## src/gpab_defs.svh

```systemverilog
// register offsets, reset values and pin positions for the three-port gpio block
`ifndef GPAB_DEFS_SVH
`define GPAB_DEFS_SVH
`define GPAB_ADDR_W     4
`define GPAB_PORT_A     2'h0
`define GPAB_PORT_B     2'h1
`define GPAB_PORT_C     2'h2
`define GPAB_FLD_DATA   2'h0
`define GPAB_FLD_PULL   2'h1
`define GPAB_FLD_SLEW   2'h2
`define GPAB_FLD_DIR    2'h3
`define GPAB_RST_BYTE   8'h00
`define GPAB_KBI_CFG    8'hF0
`define GPAB_PC_TXD     0
`define GPAB_PC_RXD     1
`define GPAB_PC_SDA     2
`define GPAB_PC_SCL     3
`endif

```

## src/gpab_pkg.sv

```systemverilog
// shared types of the three-port gpio block
`default_nettype none
package gpab_pkg;
   typedef logic [7:0] gpab_byte_t;
   typedef logic [1:0] gpab_sel_t;
endpackage
`default_nettype wire

```

## src/gpab_port_if.sv

```systemverilog
// settings and read-back of one port between register file and pad control
`timescale 1ns/10ps
`default_nettype none
interface gpab_port_if;
   import gpab_pkg::*;
   gpab_byte_t dat;
   gpab_byte_t pe;
   gpab_byte_t se;
   gpab_byte_t dd;
   gpab_byte_t own;
   gpab_byte_t per_oe;
   gpab_byte_t per_out;
   gpab_byte_t slew_ok;
   gpab_byte_t pull_ok;
   gpab_byte_t pulldn_sel;
   gpab_byte_t read_zero;
   gpab_byte_t rd_val;
   modport ctl (output dat, pe, se, dd, own, per_oe, per_out, slew_ok, pull_ok, pulldn_sel, read_zero,
                input rd_val);
   modport pad (input dat, pe, se, dd, own, per_oe, per_out, slew_ok, pull_ok, pulldn_sel, read_zero,
                output rd_val);
endinterface
`default_nettype wire

```

## src/gpab_pad.sv

```systemverilog
// pad control for one eight-pin port: pin synchroniser, drive, pulls and slew
`timescale 1ns/10ps
`default_nettype none
`include "gpab_defs.svh"
module gpab_pad
   import gpab_pkg::*;
(
   // clock and reset
   input  wire logic clk,
   input  wire logic rst,
   // settings from the register file
   gpab_port_if.pad  cfg,
   // pin side
   input  wire logic [7:0] i_pin,
   output logic      [7:0] o_oe,
   output logic      [7:0] o_out,
   output logic      [7:0] o_pullup,
   output logic      [7:0] o_pulldn,
   output logic      [7:0] o_slew,
   output logic      [7:0] o_level
);
   gpab_byte_t s1_q, s2_q, s3_q;
   gpab_byte_t pull_c, slew_c;

   // three-stage synchroniser, level goes high when the last two are both high, low when either is low
   always_ff @(posedge clk) begin
      if (rst) begin
         s1_q    <= `GPAB_RST_BYTE;
         s2_q    <= `GPAB_RST_BYTE;
         s3_q    <= `GPAB_RST_BYTE;
         o_level <= `GPAB_RST_BYTE;
      end else begin
         s1_q    <= i_pin;
         s2_q    <= s1_q;
         s3_q    <= s2_q;
         o_level <= (s2_q & s3_q) | (o_level & ~(s2_q ^ s3_q));
      end
   end

   // pulls only on inputs; owned pins obey the owner's pull permission
   assign pull_c = cfg.pe & ~cfg.dd & ((cfg.own & cfg.pull_ok) | ~cfg.own);
   // slew only on driven outputs; owned pins only where the owner allows it
   assign slew_c = cfg.se & ((cfg.own & cfg.slew_ok) | (~cfg.own & cfg.dd));
   // direction bit picks pin level or latch even on owned pins
   assign cfg.rd_val = (cfg.dd & cfg.dat) | (~cfg.dd & ~cfg.read_zero & o_level);

   // registered pad controls; reset leaves undriven inputs without pulls
   always_ff @(posedge clk) begin
      if (rst) begin
         o_oe     <= `GPAB_RST_BYTE;
         o_out    <= `GPAB_RST_BYTE;
         o_pullup <= `GPAB_RST_BYTE;
         o_pulldn <= `GPAB_RST_BYTE;
         o_slew   <= `GPAB_RST_BYTE;
      end else begin
         o_oe     <= (cfg.own & cfg.per_oe) | (~cfg.own & cfg.dd);
         o_out    <= (cfg.own & cfg.per_out) | (~cfg.own & cfg.dat);
         o_pullup <= pull_c & ~cfg.pulldn_sel;
         o_pulldn <= pull_c & cfg.pulldn_sel;
         o_slew   <= slew_c;
      end
   end
endmodule
`default_nettype wire

```

## src/gpab_regs.sv

```systemverilog
// register file and pin ownership for gpio ports a, b and c
// Overview of operation
// - eight pins per port, bit n is pin n
// - data read: pin if input, latch if output
// - data writes always update all eight latches
// - reset clears latch, pins inputs, pulls off
// - direction one drives pin, zero makes input
// - pullup only on input pins
// - slew limit only on output pins
// - rising keyboard pins a7-a4 get pulldown
// - keyboard-owned pin is input, slew ignored
// - keyboard pin pull follows pull bit if input
// - converter-owned b pin ignores dir, slew, pull
// - converter pin with direction zero reads zero
// - serial owns two c pins, slew on transmit
// - pullup on serial receive when direction zero
// - two-wire owns pins, slew clock, driving data
// - pullup on two-wire data while receiving
// - direction still selects read source when overridden
//
// The register offsets and the plain strobed port are this design's own decisions.
`timescale 1ns/10ps
`default_nettype none
`include "gpab_defs.svh"
module gpab_regs
   import gpab_pkg::*;
#(
   parameter int TXD_PIN = `GPAB_PC_TXD,
   parameter int RXD_PIN = `GPAB_PC_RXD,
   parameter int SDA_PIN = `GPAB_PC_SDA,
   parameter int SCL_PIN = `GPAB_PC_SCL
)(
   // clock and reset
   input  wire logic                    I_CORE_CLK,
   input  wire logic                    I_RST,
   // register port
   input  wire logic [`GPAB_ADDR_W-1:0] I_ADDR,
   input  wire logic [7:0]              I_WDATA,
   input  wire logic                    I_WR,
   input  wire logic                    I_RD,
   output logic      [7:0]              O_RDATA,
   // keyboard unit on port a
   input  wire logic [7:0]              I_KBI_EN,
   input  wire logic [7:0]              I_KBI_RISE,
   // analog converter on port b
   input  wire logic [7:0]              I_ADC_EN,
   // serial unit two and two-wire controller on port c
   input  wire logic                    I_SCI_EN,
   input  wire logic                    I_SCI_TXD,
   input  wire logic                    I_IIC_EN,
   input  wire logic                    I_IIC_SDA_OE,
   input  wire logic                    I_IIC_SDA_OUT,
   input  wire logic                    I_IIC_SCL_OE,
   input  wire logic                    I_IIC_SCL_OUT,
   // port a pins
   input  wire logic [7:0]              I_PA_IN,
   output logic      [7:0]              O_PA_OUT,
   output logic      [7:0]              O_PA_OE,
   output logic      [7:0]              O_PA_PULLUP,
   output logic      [7:0]              O_PA_PULLDN,
   output logic      [7:0]              O_PA_SLEW,
   output logic      [7:0]              O_PA_LEVEL,
   // port b pins
   input  wire logic [7:0]              I_PB_IN,
   output logic      [7:0]              O_PB_OUT,
   output logic      [7:0]              O_PB_OE,
   output logic      [7:0]              O_PB_PULLUP,
   output logic      [7:0]              O_PB_PULLDN,
   output logic      [7:0]              O_PB_SLEW,
   output logic      [7:0]              O_PB_LEVEL,
   // port c pins
   input  wire logic [7:0]              I_PC_IN,
   output logic      [7:0]              O_PC_OUT,
   output logic      [7:0]              O_PC_OE,
   output logic      [7:0]              O_PC_PULLUP,
   output logic      [7:0]              O_PC_PULLDN,
   output logic      [7:0]              O_PC_SLEW,
   output logic      [7:0]              O_PC_LEVEL
);
   gpab_byte_t dat_q [3];
   gpab_byte_t pe_q  [3];
   gpab_byte_t se_q  [3];
   gpab_byte_t dd_q  [3];
   gpab_byte_t pin_w [3];
   gpab_byte_t oe_w  [3];
   gpab_byte_t out_w [3];
   gpab_byte_t pu_w  [3];
   gpab_byte_t pd_w  [3];
   gpab_byte_t sl_w  [3];
   gpab_byte_t lv_w  [3];
   gpab_byte_t rd_w  [3];
   gpab_byte_t c_own, c_oe, c_out, c_slew, c_pull;
   gpab_sel_t  port_sel;
   gpab_sel_t  fld_sel;

   gpab_port_if pif [3] ();

   // true when the address names a real port
   function automatic logic port_hit(input gpab_sel_t p);
      port_hit = (p == `GPAB_PORT_A) || (p == `GPAB_PORT_B) || (p == `GPAB_PORT_C);
   endfunction

   assign port_sel = I_ADDR[3:2];
   assign fld_sel  = I_ADDR[1:0];

   // register writes; data latch takes every write whatever the owner
   always_ff @(posedge I_CORE_CLK) begin
      if (I_RST) begin
         for (int p = 0; p < 3; p++) begin
            dat_q[p] <= `GPAB_RST_BYTE;
            pe_q[p]  <= `GPAB_RST_BYTE;
            se_q[p]  <= `GPAB_RST_BYTE;
            dd_q[p]  <= `GPAB_RST_BYTE;
         end
      end else if (I_WR && port_hit(port_sel)) begin
         case (fld_sel)
            `GPAB_FLD_DATA: dat_q[port_sel] <= I_WDATA;
            `GPAB_FLD_PULL: pe_q[port_sel]  <= I_WDATA;
            `GPAB_FLD_SLEW: se_q[port_sel]  <= I_WDATA;
            `GPAB_FLD_DIR:  dd_q[port_sel]  <= I_WDATA;
            default: ;
         endcase
      end
   end

   // read data stand one cycle after the strobe, zero otherwise
   always_ff @(posedge I_CORE_CLK) begin
      if (I_RST) begin
         O_RDATA <= `GPAB_RST_BYTE;
      end else if (I_RD && port_hit(port_sel)) begin
         case (fld_sel)
            `GPAB_FLD_DATA: O_RDATA <= rd_w[port_sel];
            `GPAB_FLD_PULL: O_RDATA <= pe_q[port_sel];
            `GPAB_FLD_SLEW: O_RDATA <= se_q[port_sel];
            `GPAB_FLD_DIR:  O_RDATA <= dd_q[port_sel];
            default:        O_RDATA <= `GPAB_RST_BYTE;
         endcase
      end else begin
         O_RDATA <= `GPAB_RST_BYTE;
      end
   end

   // port c ownership by the serial unit and the two-wire controller
   always_comb begin
      c_own  = `GPAB_RST_BYTE;
      c_oe   = `GPAB_RST_BYTE;
      c_out  = `GPAB_RST_BYTE;
      c_slew = `GPAB_RST_BYTE;
      c_pull = `GPAB_RST_BYTE;
      if (I_SCI_EN) begin
         c_own[TXD_PIN]  = 1'b1;
         c_own[RXD_PIN]  = 1'b1;
         c_oe[TXD_PIN]   = 1'b1;
         c_out[TXD_PIN]  = I_SCI_TXD;
         c_slew[TXD_PIN] = 1'b1;
         c_pull[RXD_PIN] = 1'b1;
      end
      if (I_IIC_EN) begin
         c_own[SDA_PIN]  = 1'b1;
         c_own[SCL_PIN]  = 1'b1;
         c_oe[SDA_PIN]   = I_IIC_SDA_OE;
         c_out[SDA_PIN]  = I_IIC_SDA_OUT;
         c_oe[SCL_PIN]   = I_IIC_SCL_OE;
         c_out[SCL_PIN]  = I_IIC_SCL_OUT;
         c_slew[SCL_PIN] = 1'b1;
         c_slew[SDA_PIN] = I_IIC_SDA_OE;
         c_pull[SDA_PIN] = ~I_IIC_SDA_OE;
      end
   end

   // per-port settings and overrides into the pad controls
   generate
      for (genvar p = 0; p < 3; p++) begin : g_port
         assign pif[p].dat = dat_q[p];
         assign pif[p].pe  = pe_q[p];
         assign pif[p].se  = se_q[p];
         assign pif[p].dd  = dd_q[p];
         assign rd_w[p]    = pif[p].rd_val; // interface arrays take constant indices only
      end
   endgenerate

   // port a: keyboard pins are inputs with their own pull choice
   assign pif[0].own        = I_KBI_EN;
   assign pif[0].per_oe     = `GPAB_RST_BYTE;
   assign pif[0].per_out    = `GPAB_RST_BYTE;
   assign pif[0].slew_ok    = `GPAB_RST_BYTE;
   assign pif[0].pull_ok    = I_KBI_EN;
   assign pif[0].pulldn_sel = I_KBI_EN & I_KBI_RISE & `GPAB_KBI_CFG;
   assign pif[0].read_zero  = `GPAB_RST_BYTE;
   // port b: converter pins take no drive, pull or slew
   assign pif[1].own        = I_ADC_EN;
   assign pif[1].per_oe     = `GPAB_RST_BYTE;
   assign pif[1].per_out    = `GPAB_RST_BYTE;
   assign pif[1].slew_ok    = `GPAB_RST_BYTE;
   assign pif[1].pull_ok    = `GPAB_RST_BYTE;
   assign pif[1].pulldn_sel = `GPAB_RST_BYTE;
   assign pif[1].read_zero  = I_ADC_EN;
   // port c: serial and two-wire pins
   assign pif[2].own        = c_own;
   assign pif[2].per_oe     = c_oe;
   assign pif[2].per_out    = c_out;
   assign pif[2].slew_ok    = c_slew;
   assign pif[2].pull_ok    = c_pull;
   assign pif[2].pulldn_sel = `GPAB_RST_BYTE;
   assign pif[2].read_zero  = `GPAB_RST_BYTE;

   assign pin_w[0] = I_PA_IN;
   assign pin_w[1] = I_PB_IN;
   assign pin_w[2] = I_PC_IN;

   // one pad control per port, bit n serving pin n
   generate
      for (genvar p = 0; p < 3; p++) begin : g_pad
         gpab_pad u_pad (
            .clk      (I_CORE_CLK),
            .rst      (I_RST),
            .cfg      (pif[p]),
            .i_pin    (pin_w[p]),
            .o_oe     (oe_w[p]),
            .o_out    (out_w[p]),
            .o_pullup (pu_w[p]),
            .o_pulldn (pd_w[p]),
            .o_slew   (sl_w[p]),
            .o_level  (lv_w[p])
         );
      end
   endgenerate

   // pad flops straight to the pins
   assign O_PA_OE     = oe_w[0];
   assign O_PA_OUT    = out_w[0];
   assign O_PA_PULLUP = pu_w[0];
   assign O_PA_PULLDN = pd_w[0];
   assign O_PA_SLEW   = sl_w[0];
   assign O_PA_LEVEL  = lv_w[0];
   assign O_PB_OE     = oe_w[1];
   assign O_PB_OUT    = out_w[1];
   assign O_PB_PULLUP = pu_w[1];
   assign O_PB_PULLDN = pd_w[1];
   assign O_PB_SLEW   = sl_w[1];
   assign O_PB_LEVEL  = lv_w[1];
   assign O_PC_OE     = oe_w[2];
   assign O_PC_OUT    = out_w[2];
   assign O_PC_PULLUP = pu_w[2];
   assign O_PC_PULLDN = pd_w[2];
   assign O_PC_SLEW   = sl_w[2];
   assign O_PC_LEVEL  = lv_w[2];
endmodule
`default_nettype wire

```

## config.mk

```make
export PLATFORM = sky130hd
export DESIGN_NAME = gpab_regs
export DESIGN_NICKNAME = d
export VERILOG_FILES = /design/src/gpab_pkg.sv /design/src/gpab_port_if.sv /design/src/gpab_pad.sv /design/src/gpab_regs.sv
export VERILOG_INCLUDE_DIRS = /design/src
export SDC_FILE = /design/constraint.sdc
export NUM_CORES = 1
export LEC_CHECK = 0
export BUFFER_PORTS_ARGS = -buffer_cell sky130_fd_sc_hd__buf_2
export CORE_UTILIZATION = 55
export CTS_CLUSTER_SIZE = 14
export DETAILED_ROUTE_END_ITERATION = 8
export GPL_ROUTABILITY_DRIVEN = 0
export HOLD_SLACK_MARGIN = 0.1
export PLACE_DENSITY_LB_ADDON = 0.2
export SLEW_MARGIN = 10
export SYNTH_ARGS = -nofsm -noshare
export SYNTH_HDL_FRONTEND = slang
export SYNTH_SLANG_ARGS = --single-unit
```

## constraint.sdc

```tcl
create_clock -name I_CORE_CLK -period 2.28 [get_ports I_CORE_CLK]
set_clock_uncertainty 0.1 [all_clocks]
set_input_delay 0.456 -clock I_CORE_CLK [delete_from_list [all_inputs] [get_ports I_CORE_CLK]]
set_output_delay 0.456 -clock I_CORE_CLK [all_outputs]
set_load 0.02 [all_outputs]
```

After elaboration in Yosys (flattened, before gate mapping):

Memories as Yosys holds them, arrays and structs flattened.
Cells that the tools add are included.

* bits in registers: 208
* bits in latches: 0
* memory bits (writable): 96
* ROM bits: 0
* input bits: 71
* output and inout port bits: 152
* word-level logic and storage cells: 152
* memories kept: 4

* $add $sub $neg: 0
* multiply operators: 0
* div/mod/pow operators: 0
* $lt $le $gt $ge: 1
* equal/unequal tests: 5
* shift operators: 0
* multiplexer cells: 42
* bitwise logic cells: 63
* reductions and logical operators: 11

Memory list
* dat_q: words 3, width 8, rd ports 3, clocked after Yosys merged registers in 0, wr ports 3, line gpab_regs.sv:80 `gpab_byte_t dat_q [3];`
* dd_q: words 3, width 8, rd ports 4, clocked after Yosys merged registers in 0, wr ports 3, line gpab_regs.sv:83 `gpab_byte_t dd_q [3];`
* pe_q: words 3, width 8, rd ports 4, clocked after Yosys merged registers in 0, wr ports 3, line gpab_regs.sv:81 `gpab_byte_t pe_q [3];`
* se_q: words 3, width 8, rd ports 4, clocked after Yosys merged registers in 0, wr ports 3, line gpab_regs.sv:82 `gpab_byte_t se_q [3];`

Operator list (count)
* $and 8x8->8: 32
* $or 8x8->8: 11
* $not 8->8: 9
* $mux 8: 6
* $pmux 8 s4: 1
* $reduce_or 8->1: 4
* $mux 1: 25
* $xor 8x8->8: 3
* $mux 2: 9
* $bmux 8 s2: 1
* $and 4x4->4: 3
* $not 4->8: 1
* $eq 2x2->1 const B: 3
* $and 4x3->4: 1
* $eq 2x1->1 const B: 2
* $logic_not 2->1: 2
* $ge 3x3->1 const B: 1
* $not 2->3: 1
* $logic_and 1x1->1: 2
* $logic_or 1x1->1: 2
* $not 1->1: 2
* $reduce_or 2->1: 1

Longest topological paths before layout:

Gate-level depths: netlist of the first run.

* depth after elaboration: 9
* mapped depth: 7
* mapped depth without buffers: 4

Modules after synthesis:

Synthesis of the first run repeated with hierarchy kept, for this count alone.

* cell total of the unflattened synthesis: 1070
* area, all modules: 13775.7 sq um

Modules (own cells, without submodules)
* gpab_pad: instances 3, cells an instance 231, area each 2680.1 sq um, seq. area each 1441.4 sq um
* gpab_regs: instances 1, cells an instance 377, area each 5735.5 sq um, seq. area each 3763.6 sq um

Worst setup path before layout of the first run:

Ideal clock, no wire load.

* path kind: input-to-reg
* start: input port I_ADDR[1]
* end: memory dat_q[0][0] in the netlist's numbering (enable)
* library setup time: 0.309 ns
* data arrival time: 1.428 ns
* required time: 1.871 ns
* slack: 0.443 ns
* stages on the path: 5
* buffers on the path: 1
* cells stage by stage: buf_2 -> nor2_2 -> nand2_2 -> nor3_4 -> or2_2

RTL lines
* start, declared: line gpab_regs.sv:37 `` input wire logic [`GPAB_ADDR_W-1:0] I_ADDR, ``
* end, declared: line gpab_regs.sv:80

==> impl_summary.md, run 1 <==
Run status
The run finished with clean final reports.

Global route
The number of antenna violations at the first check in global routing is 0. The via count of the first global-routing pass is 7527. The first global-routing pass estimated 41.8 mm of wire.

The combined global-route utilization of all metal layers is 0.253. The largest net degree at the start of global routing is 116. The total overflow left after global routing is 0.

Placed design
The placed wire-length estimate is 18.9 mm. The pre-CTS setup slack is 141 ps. After detailed placement, the total cell area comes to 13200 um^2. Input and output buffers added on the ports amount to 198.

Setup path
Walking the worst path, the cells encountered are or3b_2 -> a21oi_1 -> dlygate4sd3_1. The slowest stage cell on the critical path is sky130_fd_sc_hd__dlygate4sd3_1. The classification of the worst setup path is flip-flop to flip-flop. The kind of start point of the critical path is a flip-flop. The signal arrival time at the worst endpoint is 2270 ps.

The worst setup path is captured at a flip-flop. At the worst endpoint, the required time is 2620 ps. The top fanout value on the critical path is 6. The critical path's largest stage delay is 590 ps.

Power
The leakage dissipation is 6.47 nW. Across the VDD grid, the largest voltage drop is 0.551 mV. The power per standard cell area is 858 nW/um^2.

Synthesis
The mapped netlist covers 11800 um^2. The synthesized design contains 117 enable-type register cells. The fraction of synthesized cell area taken by the top area cell type is 0.345. The sequential element share of the synthesized area is 0.642. Counting every instance in the synthesized netlist gives 925. The synthesized netlist contains 47 unique library cells.

After synthesis the netlist holds a flip-flop and latch count of 321. The main flop type after synthesis is sky130_fd_sc_hd__dfxtp_1. The fraction of synthesis flops using an asynchronous set or reset pin is 0. Summed over all instances, the cell type with the most area after synthesis is sky130_fd_sc_hd__dfxtp_1. Among all cell types in the netlist, the one instantiated most often is sky130_fd_sc_hd__dfxtp_1. The Yosys step of the flow raised 0 warnings. In the post-synthesis netlist, the biggest area contributors are sky130_fd_sc_hd__dfxtp_1 (35%), sky130_fd_sc_hd__edfxtp_1 (30%), sky130_fd_sc_hd__and2_1 (7.2%), sky130_fd_sc_hd__nor2b_1 (4.6%), sky130_fd_sc_hd__mux4_2 (3.6%). After synthesis, the most frequently instantiated cells are sky130_fd_sc_hd__dfxtp_1 (204), sky130_fd_sc_hd__and2_1 (136), sky130_fd_sc_hd__edfxtp_1 (117). The average footprint of a synthesized cell is 12.8 um^2.

Final layout
The area overhead of the layout relative to synthesis is 25.4%. The sequential cells in the finished layout cover a total of 7600 um^2. The final-layout fill cell count is 1498. In the final layout, the share of cells above drive strength 1 is 0.264. The count of nets after finishing is 1312.

The area used by multi-input combinational logic is 3910 um^2. The antenna diode count is 0. Once layout is complete, the utilization of the core stands at 0.704.

After routing the design area is 14800 um^2.

CTS
TritonCTS created 34 clock buffers. TritonCTS built the clock tree. After clock tree synthesis, the setup repair step added 0 buffers.

The maximum level of the CTS H-tree is 2. The root buffer cell chosen for the clock tree is sky130_fd_sc_hd__clkbuf_16. Clock-pin slew was measured on the worst setup and hold paths at 60 ps. The clock drives 321 sinks. No sink is reached through more buffers than the 3 on the longest clock path. For the worst-skew pair, the clock arrives at the later sink with an insertion delay of 510 ps.

Route
After detailed routing, the number of remaining DRC violations is 0. The wire length per cell after detailed routing is 18.1 um. The count of nets left with antenna violations once routing finished came out at 0.

In this run, the number of DRC markers left after iteration 0 of detailed routing was 515. The wire length reported by the detailed router is 27.5 mm. The first detailed-routing pass took 7 iterations. The routed layout has 7825 vias. In the routed layout, each cell is associated on average with a via count of 5.15.

Floorplan
The I/O pin count is 223. The starting density of the core is 0.561. The die is 149 um tall. The floorplan die area is 22100 um^2. The core region is 21100 um^2. The horizontal die dimension is 149 um. The site row count is 53.

STA
Derived from the worst setup path, the maximum achievable clock frequency is 521 MHz. Hold is met by 118 ps. The number of hold violations in the final report is 0. The number of max-slew violations in the final report is 0. The least setup slack across all paths after layout is 360 ps.

At the pin with the least slew margin, the transition time is 525 ps. Counting I/O delays and the setup requirement, the final critical path takes 1920 ps. The final-report setup violation count is 0. Of the available clock period, the critical path in the final layout requires 0.842. The setup TNS after final layout is 0 ps. The worst pin sits at a relative slew slack of 0.650. Setup repair after global routing left no endpoint under its margin.

Hold path
The tightest min-delay check is of the input port to flip-flop type.

Flow run
Across the run, the number of max-cap violations was 0.
## logic make-up (layout without fill, tap and decap cells)
| kind of cell | count (synthesis) | after routing | share of synthesized area |
|---|---|---|---|
| simple gates | 375 | 375 | 0.190 |
| flops | 321 | 321 | 0.642 |
| buf+inv | 85 | 363 | 0.0401 |
| compound gates | 73 | 73 | 0.0398 |
| mux | 46 | 46 | 0.0621 |
| fa+ha+maj | 24 | 24 | 0.0254 |
| other cells | 1 | 41 | 0.000317 |
## per-stage QoR
stage / power, W / cells
after CTS: 0.0128 / 1518
after global placement: 0.00729 / 1407
final: 0.0127 / 1518
after detailed placement: 0.00731 / 1407
after floorplan: 0.00699 / 965
after global routing: 0.0131 / 1518
## registers in the layout (all words and copies together) (netlist names)
name and cells:
pe_q 29, g_pad.u_pad.s3_q 24, se_q 32, dd_q 32, g_pad.u_pad.o_oe 24, g_pad.u_pad.o_pullup 24, O_RDATA 8, dat_q 24
g_pad.u_pad.o_out 24, g_pad.u_pad.o_level 24, g_pad.u_pad.s1_q 24, g_pad.u_pad.s2_q 24, g_pad.u_pad.o_slew 24, g_pad.u_pad.o_pulldn 4
## cell type report
cell class                      instances  share of cell area
Sequential cell                       321               0.512
Multi-Input combinational cell        559               0.264
Timing Repair Buffer                  275               0.118
Clock buffer                           52              0.0717
Tap cell                              275              0.0232
Inverter                               26             0.00658
Clock inverter                         10             0.00548
## metal layers
metal | vias to the layer above | track usage | routed length, um
li1 | 3700 | - | -
met1 | 3760 | 0.348 | 12100
met2 | 333 | 0.405 | 13000
met3 | 32 | 0.0549 | 2080
met4 | 0 | 0.0655 | 434
met5 | - | 0 | 0
## timing repair
item                                   in CTS  in global routing
hold buffers                               49                  0
resized for setup                           0                  0
endpoints found under the hold margin      45                  0
## layout by cell type, fill, tap and decap left out, drive strengths merged, types with 2 or more instances in the layout
cell	instances
a21oi	34
nand3	2
nand3b	2
ha	24
dfxtp	204
and4	3
and3	17
nor2	65
mux2	3
nand2b	4
nor3	4
edfxtp	117
buf	226
nor4b	11
a22oi	4
o221ai	3
conb	41
or2	12
dlygate4sd3	49
or3b	4
a211o	3
mux2i	22
o22a	4
mux4	21
a211oi	10
nor2b	87
inv	30
nor3b	16
nand2	11
and2	136
clkinv	6
clkbuf	52
o21ai	9
o21a	3
## critical path: cells and delay by family (launching register included)
family	cells	cell delay, ps
DFF	1	480
and+or+nand+nor	1	520
buffers and inverters	1	590
AOI/OAI and AO/OA	1	170
## report_power, final
group	internal, W	leakage (nW)	switching, W
clock network	0.00326	0.566	0.00220
logic	0.000394	3.11	0.000518
registers	0.00620	2.79	0.000155
## worst paths after layout
check	cells after the start	endpoint	slack [ps]	start
max	3	g_pad[0].u_pad.o_pullup[7]$_SDFF_PP0_	360	dd_q[0][7]$_SDFFCE_PN0P_
min	2	g_pad[0].u_pad.s1_q[3]$_SDFF_PP0_	120	I_PA_IN[3]
max reg2reg	3	g_pad[0].u_pad.o_pullup[7]$_SDFF_PP0_	360	dd_q[0][7]$_SDFFCE_PN0P_
min reg2reg	1	g_pad[0].u_pad.s2_q[2]$_SDFF_PP0_	330	g_pad[0].u_pad.s1_q[2]$_SDFF_PP0_
Power figures use the tool's default switching activity.
==> inputs of run 2 (changes only) <==
==> constraint.sdc (replaced) <==
create_clock -name I_CORE_CLK -period 1.8 [get_ports I_CORE_CLK]
set_clock_uncertainty 0.1 [all_clocks]
set_input_delay 0.36 -clock I_CORE_CLK [delete_from_list [all_inputs] [get_ports I_CORE_CLK]]
set_output_delay 0.36 -clock I_CORE_CLK [all_outputs]
set_load 0.02 [all_outputs]
==> run 2 against run 1 <==
Net effect: first-iteration DRC count is 1.7% higher; critical path depth increased by 1; final area increased by 0.73%; critical path type unchanged; critical endpoint is now O_RDATA[2]$_SDFF_PP0_; highest routed layer unchanged.
==> impl_summary.md, run 2 (synthesis gave the netlist of run 1 again) <==
Power
The total power draw is 0.0161 W (+26%). The maximum ir drop on the vdd rail is 0.700 mV (+27%). The power per standard cell area came to 1070 nW/um^2 (+25%). The leakage dissipation is 6.52 nW (+0.83%).

Placed design
The pre-CTS setup slack is -44.6 ps (-186 ps). The cell area after placement is 13300 um^2 (+0.91%). The number of buffers inserted by port buffering was 198 (unchanged). The number of placed instances, taps included was 1423 (+1.1%). The placed wire-length estimate was 19.5 mm (+2.9%).

STA
The least setup slack across all paths after layout came to 150 ps (-210 ps). The number of hold violations in the final report was 0 (unchanged). The worst slack on hold paths is 128 ps (+10.4 ps). The post-route minimum period is 1650 ps (-270 ps). The final-report setup violation count is 0 (unchanged).

Setup repair after global routing left no endpoint under its margin. The maximum operating frequency is 606 MHz (+16%). The number of max-slew violations in the final report was 0 (unchanged). The share of the clock period used by the worst path came to 0.917 (+0.0743).

Floorplan
The area of the core was 21100 um^2 (unchanged). The die height came to 149 um (unchanged). The I/O pin count came to 223 (unchanged). The horizontal die dimension is 149 um (unchanged). The starting density of the core was 0.561 (unchanged). The site row count is 53 (unchanged). The floorplan die area is 22100 um^2 (unchanged).

Setup path
The critical path's largest stage delay is 540 ps (-50 ps). The signal arrival time at the worst endpoint came to 1950 ps (-320 ps). The required time at the endpoint of the critical path is 2100 ps (-520 ps).

The buffer and inverter count on the worst path is 0 (-1). In this run the critical register-to-register path is launched from dd_q[2][2]$_SDFFCE_PN0P_. The internal reg-to-reg setup slack came to 150 ps (-210 ps). The top fanout value on the critical path is 4 (-2).

By startpoint and endpoint, the worst setup path is classified as flip-flop to flip-flop. The critical path ends at O_RDATA[2]$_SDFF_PP0_. The path depth of the worst reg2reg path came to 4 (+1). The slowest stage cell on the critical path is sky130_fd_sc_hd__mux4_1. The launching element of the worst setup path is dd_q[2][2]$_SDFFCE_PN0P_. The number of stages on the worst setup path came to 4 (+1). Walking the worst path, the cells encountered are mux4_1 -> mux2i_1 -> nand2_1 -> and4_1. The kind of start point of the critical path is a flip-flop. The kind of cell adding the most delay to the critical path is multiplexers.

STA classifies the critical path endpoint as a flip-flop. The worst register-to-register path ends at O_RDATA[2]$_SDFF_PP0_.

Route
The number of nets with antenna violations after detailed routing is 0 (unchanged). The wire length reported by the detailed router is 27.6 mm (+0.29%). The first-pass iteration count of the detailed router is 5 (-2). The wire length per cell after detailed routing was 18.0 um (-0.89%).

The violation count after the first detailed-routing iteration was 524 (+1.7%). The detailed-route via count is 7868 (+0.55%). The per-cell via count in the routed design is 5.12 (-0.63%).

The remaining design rule violation count was 0 (unchanged).

Final layout
The final instance area was 14900 um^2 (+0.73%). The antenna diode count was 0 (unchanged). The final-layout fill cell count came to 1491 (-0.47%). The area overhead of the layout relative to synthesis is 26.3%. The largest registers in the layout are dd_q (32), se_q (32), pe_q (29). The most common cell after layout, fill and taps aside is sky130_fd_sc_hd__dfxtp_1. The number of standard cells in the layout, taps in and fillers out is 1536 (+1.2%). The library cells used most frequently in the layout, excluding fill and tap cells, are sky130_fd_sc_hd__dfxtp_1 (204), sky130_fd_sc_hd__buf_2 (197), sky130_fd_sc_hd__and2_1 (136). The fraction of final layout cells sized beyond drive strength 1 came to 0.270 (+0.00654).

The count of nets after finishing came to 1330 (+1.4%).

CTS
The clock slew seen by the registers of the worst setup and hold paths is 60 ps (about the same). The maximum clock insertion buffer count is 3 (unchanged). TritonCTS built the clock tree. The clock sink total was 321 (unchanged). The TritonCTS buffer count is 34 (unchanged). The maximum level of the CTS H-tree is 2 (unchanged).

The later-pin clock latency in the skew report is 510 ps (about the same). The tree is rooted in a sky130_fd_sc_hd__clkbuf_16. The count of instances resized after the clock tree is built is 0 (unchanged).

Flow run
The max-capacitance violation count is 0 (unchanged).

Global route
The largest net degree at the start of global routing came to 62 (-47%). The sum of overflow across all layers after global routing is 0 (unchanged). The number of antenna violations at the first check in global routing is 0 (unchanged). The via count of the first global-routing pass was 7542 (+0.20%). The wire length of the first global-routing pass was 41.6 mm (-0.55%). The combined global-route utilization of all metal layers was 0.252 (about the same).

Run status
The run finished with clean final reports.

Hold path
The path category of the worst min-delay check is input port to flip-flop.
==> run 2: cell types whose count changed in the layout (fill, tap and decap cells not counted), sizes merged <==
cell	before	now
clkinvlp	0	1
clkinv	6	7
dlygate4sd3	49	51
inv	30	29
clkbuf	52	50
buf	226	242
bufinv	0	1
==> run 2: worst reg2reg max path: stages (launching register included) <==
cell and delay (ps):
sky130_fd_sc_hd__edfxtp_1 500, sky130_fd_sc_hd__mux4_1 540, sky130_fd_sc_hd__mux2i_1 150, sky130_fd_sc_hd__nand2_1 70
sky130_fd_sc_hd__and4_1 180
==> run 2: worst min path at each step <==
stage,from,endpoint,slack [ps],depth (start not counted)
2_1_floorplan,g_pad[0].u_pad.s1_q[0]$_SDFF_PP0_,g_pad[0].u_pad.s2_q[0]$_SDFF_PP0_,310,1
3_3_place_gp,g_pad[2].u_pad.s1_q[7]$_SDFF_PP0_,g_pad[2].u_pad.s2_q[7]$_SDFF_PP0_,320,1
3_5_place_dp,g_pad[2].u_pad.s1_q[7]$_SDFF_PP0_,g_pad[2].u_pad.s2_q[7]$_SDFF_PP0_,320,1
4_1_cts,I_WDATA[0],dd_q[3][0]$_DFFE_PP_,110,1
5_1_grt,I_WDATA[0],dd_q[3][0]$_DFFE_PP_,120,1
6_report,I_WDATA[4],dd_q[3][4]$_DFFE_PP_,130,1
==> run 2: power breakdown <==
part           switching, W  internal (W)  total (W)
sequential         0.000198       0.00786    0.00806
combinational      0.000662      0.000526    0.00119
clock               0.00277       0.00405    0.00682
==> run 2: area by class of cell <==
cell class	count	area (um^2)	share of cell area
Clock buffer	50	1000	0.0671
Clock inverter	12	109	0.00728
Multi-Input combinational cell	559	3910	0.262
Sequential cell	321	7600	0.508
Timing Repair Buffer	293	1880	0.126
Inverter	26	97.6	0.00653
Tap cell	275	344	0.0230
==> run 2: repair_timing <==
action / 4_1_cts / 5_1_grt
hold buffers: 51 / 0
endpoints found under the hold margin: 73 / 0
buffers inserted: 0 / 0
==> run 2: through the flow <==
stage / TNS (ps) / utilization
2_1_floorplan: 0 / -
3_3_place_gp: -17.7 / 0.632
3_5_place_dp: -239 / 0.632
4_1_cts: 0 / 0.709
5_1_grt: 0 / 0.709
6_report: 0 / 0.709
==> run 2: routing by layer <==
metal,track usage,vias up,share of wire
met4,0.0608,0,0.017
li1,-,3748,-
met5,0,-,0
met2,0.400,321,0.46
met3,0.0509,36,0.076
met1,0.356,3763,0.45
==> inputs of run 3 (changes only) <==
--- a/config.mk
+++ b/config.mk
@@ -13,6 +13,7 @@
 export GPL_ROUTABILITY_DRIVEN = 0
 export HOLD_SLACK_MARGIN = 0.1
 export PLACE_DENSITY_LB_ADDON = 0.2
+export RECOVER_POWER = 25
 export SLEW_MARGIN = 10
 export SYNTH_ARGS = -nofsm -noshare
 export SYNTH_HDL_FRONTEND = slang
==> run 3 against run 2 <==
Net effect: routed wire length down 0.16%; total power about the same; core utilization down 0.15 points; setup slack worse by 33 ps; via count up 0.20%; critical path depth up 2; non-clock buffer count unchanged; largest cell class unchanged; sequential share of layout area up 0.11 points; global-route usage unchanged.
==> impl_summary.md, run 3 (synthesis gave the netlist of run 1 again) <==
Placed design
The cell area after placement was 13300 um^2 (unchanged). The number of buffers inserted by port buffering was 198 (unchanged). The placed wire-length estimate is 19.5 mm (unchanged). The pre-CTS setup slack is -44.6 ps (unchanged).

Floorplan
The die height is 149 um (unchanged). The horizontal die dimension was 149 um (unchanged). The starting density of the core is 0.561 (unchanged). The site row count is 53 (unchanged).

The I/O pin count came to 223 (unchanged). The floorplan die area was 22100 um^2 (unchanged). The area of the core was 21100 um^2 (unchanged).

Global route
The combined global-route utilization of all metal layers is 0.252 (unchanged). The sum of overflow across all layers after global routing is 0 (unchanged). The wire length of the first global-routing pass is 41.6 mm (unchanged). The largest net degree at the start of global routing is 62 (unchanged). The via count of the first global-routing pass was 7542 (unchanged).

The number of antenna violations at the first check in global routing is 0 (unchanged).

CTS
The later-pin clock latency in the skew report is 510 ps (about the same). The clock tree from TritonCTS is built. The maximum clock insertion buffer count was 3 (unchanged).

The count of instances resized after the clock tree is built was 0 (unchanged). The count of buffers added by post-CTS timing repair for setup came to 0 (unchanged). The clock sink total was 321 (unchanged).

The count of hold-fix buffers inserted at cts is 51 (unchanged). The TritonCTS buffer count came to 34 (unchanged). The cell at the root of the clock tree is sky130_fd_sc_hd__clkbuf_16. The maximum level of the CTS H-tree is 2 (unchanged). The clock slew seen by the registers of the worst setup and hold paths is 60 ps (about the same).

Setup path
The endpoint kind of the worst setup timing path is a flip-flop. In this design, the critical path's most frequently occurring cell is sky130_fd_sc_hd__buf_4. The top fanout value on the critical path came to 40 (+36).

The signal arrival time at the worst endpoint is 1980 ps (+30 ps). The critical path's largest stage delay came to 710 ps (+170 ps). The endpoint of the worst-slack reg-to-reg timing path is O_RDATA[2]$_SDFF_PP0_. Grouping stages by cell kind, the critical path spends the most delay in buffers and inverters.

The internal reg-to-reg setup slack is 150 ps (about the same). The path depth of the worst reg2reg path is 4 (unchanged). Traced cell by cell, the critical path runs through clkbuf_4 -> buf_4 -> clkbuf_2 -> buf_4 -> nor2_1 -> and3_1. The classification of the worst setup path is input port to flip-flop. The buffer and inverter count on the worst path is 4 (+4). The launch point of the worst reg-to-reg path is dd_q[2][2]$_SDFFCE_PN0P_. The largest individual stage delay along the critical path comes from the cell sky130_fd_sc_hd__clkbuf_2. The required time at the endpoint of the critical path is 2100 ps (about the same). STA classifies the critical path startpoint as an input port.

Final layout
The largest registers in the layout are dd_q (32), se_q (32), pe_q (29). The fraction of final layout cells sized beyond drive strength 1 was 0.262 (-0.00872). The final instance area is 14900 um^2 (-0.21%). The utilization after layout was 0.707 (-0.00148). The library cell used most frequently in the layout, excluding fill and tap cells, is sky130_fd_sc_hd__dfxtp_1.

The count of nets after finishing is 1330 (unchanged). The library cells used most frequently in the layout, excluding fill and tap cells, are sky130_fd_sc_hd__dfxtp_1 (204), sky130_fd_sc_hd__buf_2 (186), sky130_fd_sc_hd__and2_1 (131). The antenna diode count is 0 (unchanged).

From synthesis to final layout, the design area changed by 26.1%.

Route
The violation count after the first detailed-routing iteration is 489 (-6.7%). The per-cell via count in the routed design is 5.13 (+0.20%). The wire length per cell after detailed routing came to 17.9 um (-0.16%). The detailed-route via count is 7884 (+0.20%). The number of nets with antenna violations after detailed routing was 0 (unchanged).

The first-pass iteration count of the detailed router is 5 (unchanged). The remaining design rule violation count came to 0 (unchanged). The wire length reported by the detailed router is 27.6 mm (-0.16%).

STA
The transition time of the tightest slew-check pin is 910 ps. The final-report setup violation count came to 0 (unchanged). The least setup slack across all paths after layout was 117 ps (-32.8 ps). Setup repair after global routing left no endpoint under its margin. The number of max-slew violations in the final report came to 0 (unchanged). The maximum operating frequency was 594 MHz (-2.0%). The post-route minimum period is 1680 ps (+32.8 ps). The setup TNS after final layout is 0 ps (unchanged). The worst pin sits at a relative slew slack of 0.393. The share of the clock period used by the worst path came to 0.935 (+0.0182).

The number of hold violations in the final report is 0 (unchanged).

Hold path
The worst hold path belongs to the class input port to flip-flop. The worst hold path terminates at g_pad[2].u_pad.o_pullup[3]$_SDFF_PP0_. The startpoint of the lowest-slack hold path is I_IIC_EN.

The cell count of the worst hold path is 2 (+1).

Power
The power per standard cell area is 1080 nW/um^2 (+0.15%). The total power draw is 0.0161 W (about the same). The maximum ir drop on the vdd rail came to 0.700 mV (about the same). The leakage dissipation is 6.48 nW (-0.63%).

Run status
The run finished with clean final reports.

Flow run
The max-capacitance violation count is 0 (unchanged).
[run 3: cell count changes in the layout (fill, tap and decap cells not counted)]
cell                       delta
sky130_fd_sc_hd__buf_12       -1
sky130_fd_sc_hd__clkbuf_2     +2
sky130_fd_sc_hd__buf_4        -2
sky130_fd_sc_hd__buf_2       -11
sky130_fd_sc_hd__clkbuf_1    +11
sky130_fd_sc_hd__and2_1       -5
sky130_fd_sc_hd__clkbuf_4     +1
sky130_fd_sc_hd__and2_0       +5
[run 3: worst max-delay path by stage]
stage | slack, ps | to | from | depth (start not counted)
floorplan | 60 | dat_q[0][0]$_SDFFCE_PN0P_ | I_ADDR[1] | 5
global placement | -20 | O_RDATA[5]$_SDFF_PP0_ | I_ADDR[3] | 6
detailed placement | -40 | O_RDATA[1]$_SDFF_PP0_ | I_ADDR[3] | 6
CTS | 160 | O_RDATA[2]$_SDFF_PP0_ | dd_q[2][2]$_SDFFCE_PN0P_ | 4
global route | 50 | g_pad[0].u_pad.o_slew[6]$_SDFF_PP0_ | I_RST | 6
finish | 120 | g_pad[0].u_pad.o_slew[6]$_SDFF_PP0_ | I_RST | 6
[run 3: worst register-to-register path: cells and delay by family, from the launching register on]
kind          cells  cell delay (ps)
simple gates      2              250
mux               2              690
flops             1              490
[run 3: cell type report]
class	instances	area (um^2)
clock buffer	50	1000
tap	275	344
multi-input combinational	559	3910
fill	1499	6170
clock inverter	12	109
sequential	321	7600
timing repair buffer	293	1850
inverter	26	97.6
[run 3: layer usage]
layer	vias up	global-route usage	routed length [um]
li1	3750	-	-
met1	3791	0.356	12500
met2	308	0.400	12800
met3	35	0.0509	1850
met4	0	0.0608	454
met5	-	0	0
[run 3: power by group]
| part | switching (W) | leakage (nW) | internal, W |
|---|---|---|---|
| Combinational | 0.000661 | 3.14 | 0.000518 |
| Sequential | 0.000198 | 2.79 | 0.00786 |
| Clock | 0.00277 | 0.543 | 0.00405 |
| Total | 0.00363 | 6.48 | 0.0124 |
[run 3: metrics by stage]
step	hold slack, ps	instances
after floorplan	314	965
after global placement	317	1423
after detailed placement	322	1423
after CTS	109	1536
after global routing	135	1536
final	146	1536
